### src/disp_timing_cfg.svh
// Register offsets, field positions and reset values of the display timing generator.
// Assumes a 32-bit APB slave decoding byte addresses in an 8-bit window.
`ifndef DISP_TIMING_CFG_SVH
`define DISP_TIMING_CFG_SVH

`define OFF_CTRL 8'h00
`define OFF_DIV 8'h04
`define OFF_PIX 8'h08
`define OFF_HTOT 8'h0c
`define OFF_HSYNC 8'h10
`define OFF_HACT 8'h14
`define OFF_VTOT 8'h18
`define OFF_VSYNC 8'h1c
`define OFF_VACT 8'h20
`define OFF_SHIFT 8'h24
`define OFF_STAT 8'h28

`define CTRL_EN 0
`define FLD_LO 11:0
`define FLD_HI 27:16
`define FLD_WLO 15:0
`define FLD_WHI 31:16
`define DIV_INT 11:4
`define DIV_FRAC 3:0
`define SHF_CLK 7:0
`define SHF_STB 23:16
`define PIX_N 1:0

`define RST_DIVIDE 12'h020
`define RST_RATIO 12'h010
`define RST_PIXN 2'h0
`define RST_HTOT 12'h020
`define RST_HSW 12'h004
`define RST_HSOFF 12'h000
`define RST_HFRONT 12'h004
`define RST_HLEN 12'h010
`define RST_VTOT 12'h00c
`define RST_VSW 16'h0040
`define RST_VSOFF 16'h0000
`define RST_VFRONT 12'h002
`define RST_VLEN 12'h008
`define RST_CLKOFF 8'h00
`define RST_SHIFT 8'h00

`endif

### src/disp_timing_pkg.sv
// Types shared by the display timing generator.
// Assumes the constants of disp_timing_cfg.svh alongside.
package disp_timing_pkg;
   typedef logic [11:0] count_t;
   typedef logic [23:0] half_t;
   typedef logic [31:0] word_t;
   typedef logic [7:0] lane_t;
endpackage : disp_timing_pkg

### src/sync_tft_display_timing_gen.sv
// Timing generator for a synchronous TFT panel with an APB register file.
// Assumes one 40 MHz clock, a synchronous active-high reset and an
// external double-rate output cell that plays each 2-bit phase pair as
// first half then second half of the clock cycle.
//
// Summary of operation
// - Four panel controls beside the pixel bus.
// - All controls timed from the local start point.
// - Each access lasts whole internal clock cycles.
// - Pixel data changes only at start point.
// - Pixel bus is output only.
// - Pixel spans one to n display clocks.
// - Line total sets line sync spacing.
// - Line sync width in half-cycle units.
// - Front blanking, active width, then back blanking.
// - Frame total lines set frame sync spacing.
// - Front blank lines, active lines, back lines.
// - Frame sync width in half-cycle units.
// - Display clock edges offset by half cycles.
// - Line sync offset by half cycles.
// - Frame sync offset by half cycles.
// - Strobe offset from its data start point.
// - Divider resolution is one sixteenth cycle.
// - Fractional periods are floor or floor plus one.
// - Controls half-cycle, data whole-cycle granularity.
// - Divider and ratio held in writable registers.
// - Counters give offset, period and edge positions.
// - Start point synchronous; edges measured from it.
`include "disp_timing_cfg.svh"

module sync_tft_display_timing_gen (
   input wire logic clk, // Internal display clock, 40 MHz.
   input wire logic reset, // Synchronous reset, active high.
   input wire logic ce, // Clock enable; low freezes all state.
   input wire logic psel, // APB select.
   input wire logic penable, // APB access phase.
   input wire logic pwrite, // APB write.
   input wire logic [7:0] paddr, // APB byte address.
   input wire logic [31:0] pwdata, // APB write data.
   output logic [31:0] prdata, // APB read data.
   output logic pready, // APB ready.
   output logic pslverr, // APB error on unmapped address.
   input wire logic [31:0] pixIn, // Pixel word, component 0 in low byte.
   input wire logic pixValid, // Pixel word valid.
   output logic pixReady, // Pixel word taken this cycle.
   output logic [7:0] pixelData, // Panel data bus.
   output logic [1:0] dispClkPh, // Display clock, two half-cycle phases.
   output logic [1:0] lineSyncPh, // Line sync, two half-cycle phases.
   output logic [1:0] frameSyncPh, // Frame sync, two half-cycle phases.
   output logic [1:0] activePixelStrobePh // Active data strobe phases.
);

   // ==========================================================
   // Register file
   // ==========================================================
   logic en_r;
   logic [11:0] div_r;
   disp_timing_pkg::count_t clockRatioParam_r;
   logic [1:0] pixN_r;
   disp_timing_pkg::count_t hTot_r;
   disp_timing_pkg::count_t hsW_r;
   disp_timing_pkg::count_t hsOff_r;
   disp_timing_pkg::count_t lineFrontBlank_r;
   disp_timing_pkg::count_t activeLineLen_r;
   disp_timing_pkg::count_t vTot_r;
   logic [15:0] vsW_r;
   logic [15:0] vsOff_r;
   disp_timing_pkg::count_t frameFrontBlank_r;
   disp_timing_pkg::count_t activeFrameLines_r;
   logic [7:0] clkOff_r;
   logic [7:0] strobeShift_r;
   disp_timing_pkg::word_t prdata_r;

   // Timing state, declared here because the read mux shows it.
   logic [8:0] cyc_r;
   logic [8:0] len_r;
   logic [3:0] frac_r;
   logic [1:0] comp_r;
   disp_timing_pkg::count_t hcnt_r;
   disp_timing_pkg::count_t vcnt_r;
   disp_timing_pkg::half_t lineHalf_r;
   disp_timing_pkg::half_t frameHalf_r;
   logic actPrev_r;
   disp_timing_pkg::word_t word_r;
   disp_timing_pkg::lane_t pixelData_r;
   logic [1:0] clkPh_r;
   logic [1:0] hsPh_r;
   logic [1:0] vsPh_r;
   logic [1:0] stPh_r;
   logic actNow;

   wire hitCtrl = (paddr == `OFF_CTRL);
   wire hitDiv = (paddr == `OFF_DIV);
   wire hitPix = (paddr == `OFF_PIX);
   wire hitHtot = (paddr == `OFF_HTOT);
   wire hitHsync = (paddr == `OFF_HSYNC);
   wire hitHact = (paddr == `OFF_HACT);
   wire hitVtot = (paddr == `OFF_VTOT);
   wire hitVsync = (paddr == `OFF_VSYNC);
   wire hitVact = (paddr == `OFF_VACT);
   wire hitShift = (paddr == `OFF_SHIFT);
   wire hitStat = (paddr == `OFF_STAT);
   wire mapped = hitCtrl | hitDiv | hitPix | hitHtot | hitHsync | hitHact
      | hitVtot | hitVsync | hitVact | hitShift | hitStat;
   wire wrEn = psel & penable & pwrite & ce & mapped;
   wire setupRd = psel & ~penable & ~pwrite & ce;

   wire [31:0] rdMux =
      hitCtrl ? {31'h0000_0000, en_r} :
      hitDiv ? {4'h0, clockRatioParam_r, 4'h0, div_r} :
      hitPix ? {30'h0000_0000, pixN_r} :
      hitHtot ? {20'h0_0000, hTot_r} :
      hitHsync ? {4'h0, hsOff_r, 4'h0, hsW_r} :
      hitHact ? {4'h0, activeLineLen_r, 4'h0, lineFrontBlank_r} :
      hitVtot ? {20'h0_0000, vTot_r} :
      hitVsync ? {vsOff_r, vsW_r} :
      hitVact ? {4'h0, activeFrameLines_r, 4'h0, frameFrontBlank_r} :
      hitShift ? {8'h00, strobeShift_r, 8'h00, clkOff_r} :
      hitStat ? {actNow, 3'h0, vcnt_r, 4'h0, hcnt_r} :
      32'h0000_0000;

   // A frozen clock enable also stalls the bus by holding pready low.
   assign pready = ce;
   assign pslverr = psel & penable & ~mapped;
   assign prdata = prdata_r;

   always_ff @(posedge clk)
   begin
      if (reset)
      begin
         prdata_r <= 32'h0000_0000;
      end
      else if (setupRd)
      begin
         prdata_r <= rdMux;
      end
   end

   always_ff @(posedge clk)
   begin
      if (reset)
      begin
         en_r <= 1'b0;
         div_r <= `RST_DIVIDE;
         clockRatioParam_r <= `RST_RATIO;
         pixN_r <= `RST_PIXN;
         clkOff_r <= `RST_CLKOFF;
         strobeShift_r <= `RST_SHIFT;
      end
      else if (wrEn)
      begin
         if (hitCtrl) en_r <= pwdata[`CTRL_EN];
         if (hitDiv) div_r <= pwdata[`FLD_LO];
         if (hitDiv) clockRatioParam_r <= pwdata[`FLD_HI];
         if (hitPix) pixN_r <= pwdata[`PIX_N];
         if (hitShift) clkOff_r <= pwdata[`SHF_CLK];
         if (hitShift) strobeShift_r <= pwdata[`SHF_STB];
      end
   end

   always_ff @(posedge clk)
   begin
      if (reset)
      begin
         hTot_r <= `RST_HTOT;
         hsW_r <= `RST_HSW;
         hsOff_r <= `RST_HSOFF;
         lineFrontBlank_r <= `RST_HFRONT;
         activeLineLen_r <= `RST_HLEN;
         vTot_r <= `RST_VTOT;
         vsW_r <= `RST_VSW;
         vsOff_r <= `RST_VSOFF;
         frameFrontBlank_r <= `RST_VFRONT;
         activeFrameLines_r <= `RST_VLEN;
      end
      else if (wrEn)
      begin
         if (hitHtot) hTot_r <= pwdata[`FLD_LO];
         if (hitHsync) hsW_r <= pwdata[`FLD_LO];
         if (hitHsync) hsOff_r <= pwdata[`FLD_HI];
         if (hitHact) lineFrontBlank_r <= pwdata[`FLD_LO];
         if (hitHact) activeLineLen_r <= pwdata[`FLD_HI];
         if (hitVtot) vTot_r <= pwdata[`FLD_LO];
         if (hitVsync) vsW_r <= pwdata[`FLD_WLO];
         if (hitVsync) vsOff_r <= pwdata[`FLD_WHI];
         if (hitVact) frameFrontBlank_r <= pwdata[`FLD_LO];
         if (hitVact) activeFrameLines_r <= pwdata[`FLD_HI];
      end
   end

   // ==========================================================
   // Fractional divider and local start point
   // ==========================================================
   // The divider is in sixteenths; the fraction accumulates and its carry
   // stretches a period by one clock so the mean equals the divider.
   wire [7:0] dInt = div_r[`DIV_INT];
   wire [7:0] dIntEff = (dInt == 8'h00) ? 8'h01 : dInt;
   wire [4:0] fracSum = {1'b0, frac_r} + {1'b0, div_r[`DIV_FRAC]};
   wire [8:0] nextLen = {1'b0, dIntEff} + {8'h00, fracSum[4]};
   wire startPt = en_r & (cyc_r == 9'h000);
   wire periodEnd = en_r & (cyc_r >= (len_r - 9'h001));
   wire takePt = startPt & ce;

   wire [11:0] hTotM1 = (hTot_r == 12'h000) ? 12'h000 : hTot_r - 12'h001;
   wire [11:0] vTotM1 = (vTot_r == 12'h000) ? 12'h000 : vTot_r - 12'h001;
   wire hLast = (hcnt_r >= hTotM1);
   wire vLast = (vcnt_r >= vTotM1);
   wire lineStart = startPt & (hcnt_r == 12'h000);
   wire frameStart = lineStart & (vcnt_r == 12'h000);

   wire [12:0] hEnd = {1'b0, lineFrontBlank_r} + {1'b0, activeLineLen_r};
   wire [12:0] vEnd = {1'b0, frameFrontBlank_r} + {1'b0, activeFrameLines_r};
   wire hAct = (hcnt_r >= lineFrontBlank_r) & ({1'b0, hcnt_r} < hEnd);
   wire vAct = (vcnt_r >= frameFrontBlank_r) & ({1'b0, vcnt_r} < vEnd);
   assign actNow = en_r & hAct & vAct;

   always_ff @(posedge clk)
   begin
      if (reset || (ce && !en_r))
      begin
         cyc_r <= 9'h000;
         // The first period after enable already runs at the floor length.
         len_r <= reset ? 9'h001 : {1'b0, dIntEff};
         frac_r <= 4'h0;
         actPrev_r <= 1'b0;
      end
      else if (ce)
      begin
         cyc_r <= periodEnd ? 9'h000 : cyc_r + 9'h001;
         if (periodEnd)
         begin
            len_r <= nextLen;
            frac_r <= fracSum[3:0];
            actPrev_r <= actNow;
         end
      end
   end

   // ==========================================================
   // Line, frame and component counters
   // ==========================================================
   always_ff @(posedge clk)
   begin
      if (reset || (ce && !en_r))
      begin
         hcnt_r <= 12'h000;
         vcnt_r <= 12'h000;
         comp_r <= 2'h0;
      end
      else if (ce && periodEnd)
      begin
         hcnt_r <= hLast ? 12'h000 : hcnt_r + 12'h001;
         if (hLast)
         begin
            vcnt_r <= vLast ? 12'h000 : vcnt_r + 12'h001;
         end
         if (!actNow || comp_r == pixN_r)
         begin
            comp_r <= 2'h0;
         end
         else
         begin
            comp_r <= comp_r + 2'h1;
         end
      end
   end

   // Half-cycle positions since the last line and frame start points.
   wire [23:0] lh = lineStart ? 24'h00_0000 : lineHalf_r;
   wire [23:0] fh = frameStart ? 24'h00_0000 : frameHalf_r;

   always_ff @(posedge clk)
   begin
      if (reset || (ce && !en_r))
      begin
         lineHalf_r <= 24'h00_0000;
         frameHalf_r <= 24'h00_0000;
      end
      else if (ce)
      begin
         lineHalf_r <= lh + 24'h00_0002;
         frameHalf_r <= fh + 24'h00_0002;
      end
   end

   // ==========================================================
   // Control waveforms at half-cycle resolution
   // ==========================================================
   // A control is high while the half position lies in [off, off+wid).
   function automatic logic inWin(input disp_timing_pkg::half_t p,
                                  input disp_timing_pkg::half_t o,
                                  input disp_timing_pkg::half_t w);
      inWin = ({1'b0, p} >= {1'b0, o}) && ({1'b0, p} < ({1'b0, o} + {1'b0, w}));
   endfunction : inWin

   wire [23:0] ph = {14'h0000, cyc_r, 1'b0};
   logic [1:0] clkPh;
   logic [1:0] hsPh;
   logic [1:0] vsPh;
   logic [1:0] stPh;

   for (genvar k = 0; k < 2; k++)
   begin : g_ph
      // Display clock is high for the first half of each period.
      assign clkPh[k] = inWin(ph + 24'(k), 24'(clkOff_r), 24'(len_r));
      assign hsPh[k] = inWin(lh + 24'(k), 24'(hsOff_r), 24'(hsW_r));
      assign vsPh[k] = inWin(fh + 24'(k), 24'(vsOff_r), 24'(vsW_r));
      // Before the shift point the strobe still shows the prior period.
      assign stPh[k] = ((ph + 24'(k)) >= 24'(strobeShift_r)) ? actNow : actPrev_r;
   end

   always_ff @(posedge clk)
   begin
      if (reset || (ce && !en_r))
      begin
         clkPh_r <= 2'h0;
         hsPh_r <= 2'h0;
         vsPh_r <= 2'h0;
         stPh_r <= 2'h0;
      end
      else if (ce)
      begin
         clkPh_r <= clkPh;
         hsPh_r <= hsPh;
         vsPh_r <= vsPh;
         stPh_r <= stPh;
      end
   end

   assign dispClkPh = clkPh_r;
   assign lineSyncPh = hsPh_r;
   assign frameSyncPh = vsPh_r;
   assign activePixelStrobePh = stPh_r;

   // ==========================================================
   // Pixel data path
   // ==========================================================
   // A pixel word is taken on its first component; later components
   // come from the held copy. An absent word is sent as zeros.
   assign pixReady = takePt & actNow & (comp_r == 2'h0);
   wire [7:0] firstLane = pixValid ? pixIn[7:0] : 8'h00;
   wire [7:0] lane = (comp_r == 2'h0) ? firstLane : word_r[{comp_r, 3'h0} +: 8];

   always_ff @(posedge clk)
   begin
      if (reset || (ce && !en_r))
      begin
         pixelData_r <= 8'h00;
         word_r <= 32'h0000_0000;
      end
      else if (takePt)
      begin
         pixelData_r <= actNow ? lane : 8'h00;
         if (pixReady)
         begin
            word_r <= pixValid ? pixIn : 32'h0000_0000;
         end
      end
   end

   assign pixelData = pixelData_r;
endmodule : sync_tft_display_timing_gen

### config.mk
export PLATFORM = sky130hd
export DESIGN_NAME = sync_tft_display_timing_gen
export DESIGN_NICKNAME = d
export VERILOG_FILES = /design/src/disp_timing_pkg.sv /design/src/sync_tft_display_timing_gen.sv
export VERILOG_INCLUDE_DIRS = /design/src
export SDC_FILE = /design/constraint.sdc
export NUM_CORES = 1
export LEC_CHECK = 0
export BUFFER_PORTS_ARGS = -buffer_cell sky130_fd_sc_hd__buf_2
export CAP_MARGIN = 20
export CORE_AREA = 3 3 213 215
export DETAILED_ROUTE_END_ITERATION = 8
export DIE_AREA = 0 0 216 218
export PLACE_DENSITY = 0.72
export SYNTH_ARGS = -nofsm -noshare
export SYNTH_HDL_FRONTEND = slang
export SYNTH_SLANG_ARGS = --single-unit
### constraint.sdc
create_clock -name clk -period 12 [get_ports clk]
set_clock_uncertainty 0.1 [all_clocks]
set_input_delay 0.6 -clock clk [delete_from_list [all_inputs] [get_ports clk]]
set_output_delay 0.6 -clock clk [all_outputs]
set_load 0.02 [all_outputs]
# Yosys cells after proc, flatten, opt, wreduce, memory -nomap -nowiden
# Cells that the tools add are included.
dict set report totals {
  regBits 348
  latch_bits 0
  mem_bits_rw 0
  rom_bits 0
  inputBits 79
  out_inout_bits 51
  memories 0
}
dict set report op_classes {
  n_addsub 19
  n_mul 0
  div 0
  magnitude_cmp 21
  n_eq_ne 11
  n_shift 1
  mux 30
  bitwise 32
  reduce_logical 36
}
# op count
set ops {}
lappend ops {{32-bit two-way mux} 12}
lappend ops {{24-bit by 25-bit less-than comparator with 1-bit output} 2}
lappend ops {{24-bit by 1-bit adder with 24-bit output, second input constant} 2}
lappend ops {{24-bit by 2-bit adder with 24-bit output, second input constant} 2}
lappend ops {{12-bit >= comparator} 4}
lappend ops {{24-bit by 12-bit >= comparator with 1-bit output} 2}
lappend ops {{24-bit by 16-bit >= comparator with 1-bit output} 2}
lappend ops {{12-bit logical NOT} 4}
lappend ops {{12-bit two-way mux} 4}
lappend ops {{24-bit two-way mux} 2}
lappend ops {{8-bit two-way mux} 5}
lappend ops {{12-bit by 12-bit adder with 13-bit output} 3}
lappend ops {{9-bit two-way mux} 4}
lappend ops {{8-bit by 5-bit equality test with 1-bit output, second input constant} 4}
lappend ops {{32-bit by 6-bit indexed part select with 8-bit output} 1}
lappend ops {{2-bit AND reduction} 14}
lappend ops {{12-bit by 13-bit less-than comparator with 1-bit output} 2}
lappend ops {{10-bit by 25-bit less-than comparator with 1-bit output} 1}
lappend ops {{12-bit by 1-bit adder with 12-bit output, second input constant} 2}
lappend ops {{8-bit by 6-bit equality test with 1-bit output, second input constant} 3}
lappend ops {{24-bit by 8-bit >= comparator with 1-bit output} 1}
lappend ops {{24-bit by 10-bit less-than comparator with 1-bit output} 1}
lappend ops {{24-bit by 13-bit less-than comparator with 1-bit output} 1}
lappend ops {{24-bit by 17-bit less-than comparator with 1-bit output} 1}
lappend ops {{other kinds (27)} 71}

# Longest topological paths before layout
dict set report depth {
  word_depth 16
  mapped_depth 23
  ltp_nobuf 21
}

# Worst setup path before layout
# OpenSTA, ideal clock, no wires.
dict set report synth_path {
  path_kind {flip-flop to flip-flop}
  from {reg cyc_r[0]}
  to {reg vsPh_r[1], in the netlist frameSyncPh[1]}
  setup_ps 120
  arrival_time_ps 4464
  required_time_ps 11780
  path_slack_ps 7316
  path_stages_with_launch 23
  path_cell_list {dfxtp_1 > inv_1 > ha_1 > nor4b_2 > nand4b_1 > buf_2 > or3_1 > clkbuf_1 > and2_1 > ha_1 > and3_1 > nand3_1 > or3_1 > clkbuf_1 > or3_1 > a21oi_1 > ha_1 > a21o_1 > a21oi_1 > o21ai_0 > or3_1 > o211ai_1 > o21ai_1}
}
dict set report synth_between {
  elab_chain_len 8
  word_cells_on_any_way 9
  classes_between {add/sub: 1; order compare: 2; mux: 1; bitwise: 3; reduce/logical: 2}
}
# element line
set synth_lines {}
lappend synth_lines {{start: declaration} sync_tft_display_timing_gen.sv:75} ;# logic [8:0] cyc_r;
lappend synth_lines {{start signal: assignment} sync_tft_display_timing_gen.sv:229} ;# cyc_r <= periodEnd ? 9'h000 : cyc_r + 9'h001;
lappend synth_lines {{9-bit logical NOT (*)} sync_tft_display_timing_gen.sv:200} ;# wire startPt = en_r & (cyc_r == 9'h000);
lappend synth_lines {{1-bit AND (*)} sync_tft_display_timing_gen.sv:200}
lappend synth_lines {{1-bit AND (*)} sync_tft_display_timing_gen.sv:208} ;# wire lineStart = startPt & (hcnt_r == 12'h000);
lappend synth_lines {{1-bit AND (*)} sync_tft_display_timing_gen.sv:209} ;# wire frameStart = lineStart & (vcnt_r == 12'h000);
lappend synth_lines {{24-bit two-way mux (*)} sync_tft_display_timing_gen.sv:270} ;# wire [23:0] fh = frameStart ? 24'h00_0000 : frameHalf_r;
lappend synth_lines {{24-bit by 1-bit adder with 24-bit output (*)} sync_tft_display_timing_gen.sv:307} ;# assign vsPh[k] = inWin(fh + 24'(k), 24'(vsOff_r), 24'(vsW_r));
lappend synth_lines {{24-bit by 16-bit >= comparator with 1-bit output or 24-bit by 17-bit less-than comparator with 1-bit output (tied branches)} sync_tft_display_timing_gen.sv:293} ;# inWin = ({1'b0, p} >= {1'b0, o}) && ({1'b0, p} < ({1'b0, o} + {1'b0, w}));
lappend synth_lines {{1-bit logical AND (*)} sync_tft_display_timing_gen.sv:293}
lappend synth_lines {{end signal: assignment} sync_tft_display_timing_gen.sv:325} ;# vsPh_r <= vsPh;
lappend synth_lines {{end: declaration} sync_tft_display_timing_gen.sv:88} ;# logic [1:0] vsPh_r;
# Every way passes the cells marked *; elsewhere a longest branch is shown, timed or not.
# A chain may end at the register's enable or synchronous reset.

# Worst setup path after layout
# Ends and elaborated chain as after synthesis.

==> metrics <==
WL per Instance=roughly 23 microns; row count=77; Main synth FF type=dfxtp_1; fin crit period=a little under 6 ns; fin crit share=0.4933; Seq/Total Area, Yosys=0.2965; clock share of power=0.495; initial drt markers=between 2000 and 3000; Post-synth EDFFs=9; Final Setup Violations=0; RR Startpoint=cyc_r[0]$_SDFFE_PN0P_; Detailed Route WL=approximately 84 mm; Final Instance Area=0.02618 sq mm; GRT overflow=0; Filler Cells Inserted=around 4000; headroom to the max-slew limit=0.2183; Die Area=between 0.04 and 0.05 sq mm; port bufs=129; Worst Path Arrival=around 6.3 ns; Final HPWL DP=63.32 mm; layout cell share with drive strength beyond 1=0.08424; warnings from Yosys=0; Worst R2R Path Depth=19; Critical R2R Capture=frameSyncPh[1]$_SDFFE_PN0P_; routed vias=about 23000; syn avg cell area=a little under 8 sq um; max-cap violations=0; P&R area growth vs syn=10.01%; Pwr Density=98.46 mW/mm^2; nets@finish=between 3000 and 4000; final hold vios=0; Die W=between 200 and 250 microns; clk sinks=between 300 and 400; cell with the most instances after synthesis=nand2_1; largest net degree at the start of global routing=77; Syn Inst Count=just over 3000; Slew Limit Fails=0; Post-CTS Setup Bufs=0; Commonest cells post-synth=nand2_1, dfxtp_1, ha_1; number of buffers created by CTS=40; FFs w/ async S/R, synth=0; global placement routability congestion=roughly 0.99; setup TNS=0 ns; top cell type by total area after synthesis=dfxtp_1; IO Pins=between 100 and 150; switching power=between 600 and 700 uW; unrepaired setup endpoints after global routing=no; TritonCTS clock tree=built; Core Area=about 0.044 sq mm; GRT Overall Usage=0.3461; hold_buf cts=0; Flop pwr share=0.455; Antenna Violating Nets Remaining=0; hold_sp=pwdata[31]; Max FO, Critical Path=26; crit end category=flop; Vias/cell=roughly 6.3; syn_nets=between 3000 and 4000; number of synthesized register bits=~350; post-synth cell types=between 70 and 80; DR pass1 iterations=9; leakage dissipation=between 10 and 15 nW; Worst Max-Slew Pin Slew=roughly 1.2 ns; Power Total=between 2 and 3 mW; Die H=roughly 220 microns; cts repair resizes=0; placed instance area=roughly 0.025 sq mm; combinational share of power=0.050; Worst VDD drop=about 0.000099 V; Max H-tree Level=2; Hold Path Sink=vsOff_r[15]$_SDFFE_PP0P_; Internal=about 1.9 mW; Worst setup SP type=flop; vias in the first global route=about 22000; Initial Util=0.5418; clk_lat worst skew=0.59 ns; antenna violations before repair=3; clock slew at reported path FFs=0.06 ns; Post-route DRC=4; fmax=around 170 MHz; Cell Area, Synth=approximately 0.024 sq mm; switching part of the total=0.2440; failing checks=DRC; share of the synthesized area in the top cell type=0.2851; CTS root buf=clkbuf_16; WP data required=about 12 ns; critical path type=flop to flop; flop2flop setup slack=about 6.1 ns; largest cells by area after synthesis=dfxtp_1, ha_1, nand2_1; Hold WC Path Type=input port to flop; Hold Crit Depth=3; first-pass GRT wire length=between 100 and 150 mm; clock tree buffer depth=3; status=complete, but fails checks
## layout by cell type (no fill, tap or decap), types with 10 or more instances in the layout
cell and count:
nor4_1 20, nor2_1 228, xor2_1 87, mux2i_1 13, ha_1 297, nor3_1 41
and2_1 36, nand3_1 65, xnor2_1 75, o21bai_1 12, a221oi_1 13, buf_4 26
a21o_1 56, o21a_1 26, nor2b_1 22, a22oi_1 22, o21ai_1 22, nand4_1 83
o221ai_1 13, o21ai_0 111, o2111ai_1 10, o31ai_1 10, nand2b_1 27, or3_1 21
dfxtp_1 339, o211ai_1 21, and3_1 28, a222oi_1 27, a211oi_1 26, inv_1 116
nand2_1 552, or2_2 10, buf_2 128, a21oi_1 284, a31oi_1 36, clkbuf_16 40
## sequential cells by signal (all words and copies together), names as in the netlist, 4 cells and up
register	cells
len_r	9
lineHalf_r	24
prdata	32
word_r	32
frameFrontBlank_r	12
vsW_r	16
frac_r	4
lineFrontBlank_r	12
hsOff_r	12
clkOff_r	8
hTot_r	12
activeFrameLines_r	12
hsW_r	12
vsOff_r	16
strobeShift_r	8
frameHalf_r	24
cyc_r	9
hcnt_r	12
div_r	12
pixelData	8
vTot_r	12
activeLineLen_r	12
vcnt_r	12
clockRatioParam_r	12
## cells by family (layout without fill, tap and decap cells)
group           Yosys count  count (layout)  share of synthesized area
buf+inv                 274             346                    0.04442
flops                   348             348                     0.2965
fa+ha+maj               303             303                     0.1612
simple gates           1176            1176                     0.2249
other cells               0               2                          0
xor+xnor                162             162                    0.05962
compound gates          752             752                     0.1994
mux                      23              23                    0.01398
## through the flow
stage          utilization  std cells  hold slack, ns  worst slack (ns)
2_1_floorplan            -       3038          0.3252             7.316
3_3_place_gp        0.5644       3627          0.3325             6.302
3_5_place_dp        0.5644       3627          0.3391             6.165
4_1_cts             0.5950       3700          0.1510             6.128
5_1_grt             0.5959       3702          0.1830             5.586
6_report            0.5960       3704          0.1673             6.080
## power by group through the flow
stage / clock [mW] / sequential (mW) / combinational (mW)
5_1_grt: 1.33 / 1.17 / 0.136
2_1_floorplan: 0 / 1.20 / 0.0605
6_report: 1.28 / 1.17 / 0.129
3_3_place_gp: 0 / 1.20 / 0.123
3_5_place_dp: 0 / 1.20 / 0.124
4_1_cts: 1.28 / 1.17 / 0.124
## final cells by class
class,count,area [sq um],share of cell area
multi-input cells,2416,15720,0.6002
flip-flops and latches,348,7057,0.2695
clock buffers,56,1131,0.04320
repair buffers,157,885.9,0.03383
well taps,592,740.7,0.02829
inverters,116,435.4,0.01663
clock inverters,17,212.7,0.008123
diodes,2,5.005,0.0001911
## worst max path at each step
stage                          startpoint                     endpoint  slack, ns  depth (start not counted)
floorplan           cyc_r[0]$_SDFFE_PN0P_  frameSyncPh[1]$_SDFFE_PN0P_       7.32                         22
global placement    cyc_r[0]$_SDFFE_PN0P_  frameSyncPh[1]$_SDFFE_PN0P_       6.30                         19
detailed placement  cyc_r[0]$_SDFFE_PN0P_  frameSyncPh[1]$_SDFFE_PN0P_       6.16                         19
CTS                 cyc_r[0]$_SDFFE_PN0P_  frameSyncPh[1]$_SDFFE_PN0P_       6.13                         19
global route        cyc_r[0]$_SDFFE_PN0P_  frameSyncPh[1]$_SDFFE_PN0P_       5.59                         19
finish              cyc_r[0]$_SDFFE_PN0P_  frameSyncPh[1]$_SDFFE_PN0P_       6.08                         19
## critical path: stages, from the launching register on
cell      delay, ns
dfxtp_1        0.52
inv_1          0.20
ha_1           0.25
nor4b_2        0.16
nand4b_1       0.51
or3_1          0.71
and2_1         0.35
ha_1           0.23
and3_1         0.20
nand3_1        0.21
or3_1          0.52
or3_1          0.37
a21oi_1        0.27
ha_1           0.30
a21o_1         0.16
a21oi_1        0.12
o21ai_0        0.08
or3_1          0.36
o211ai_1       0.09
o21ai_1        0.08
## routing by layer
layer	up-vias	share of wire	global-route usage
met3	245	0.11	0.08458
met2	1192	0.44	0.5533
met4	2	0.046	0.1418
li1	10960	-	-
met5	-	0.00015	0
met1	11100	0.40	0.4499
(Power assumes the default switching activity.)
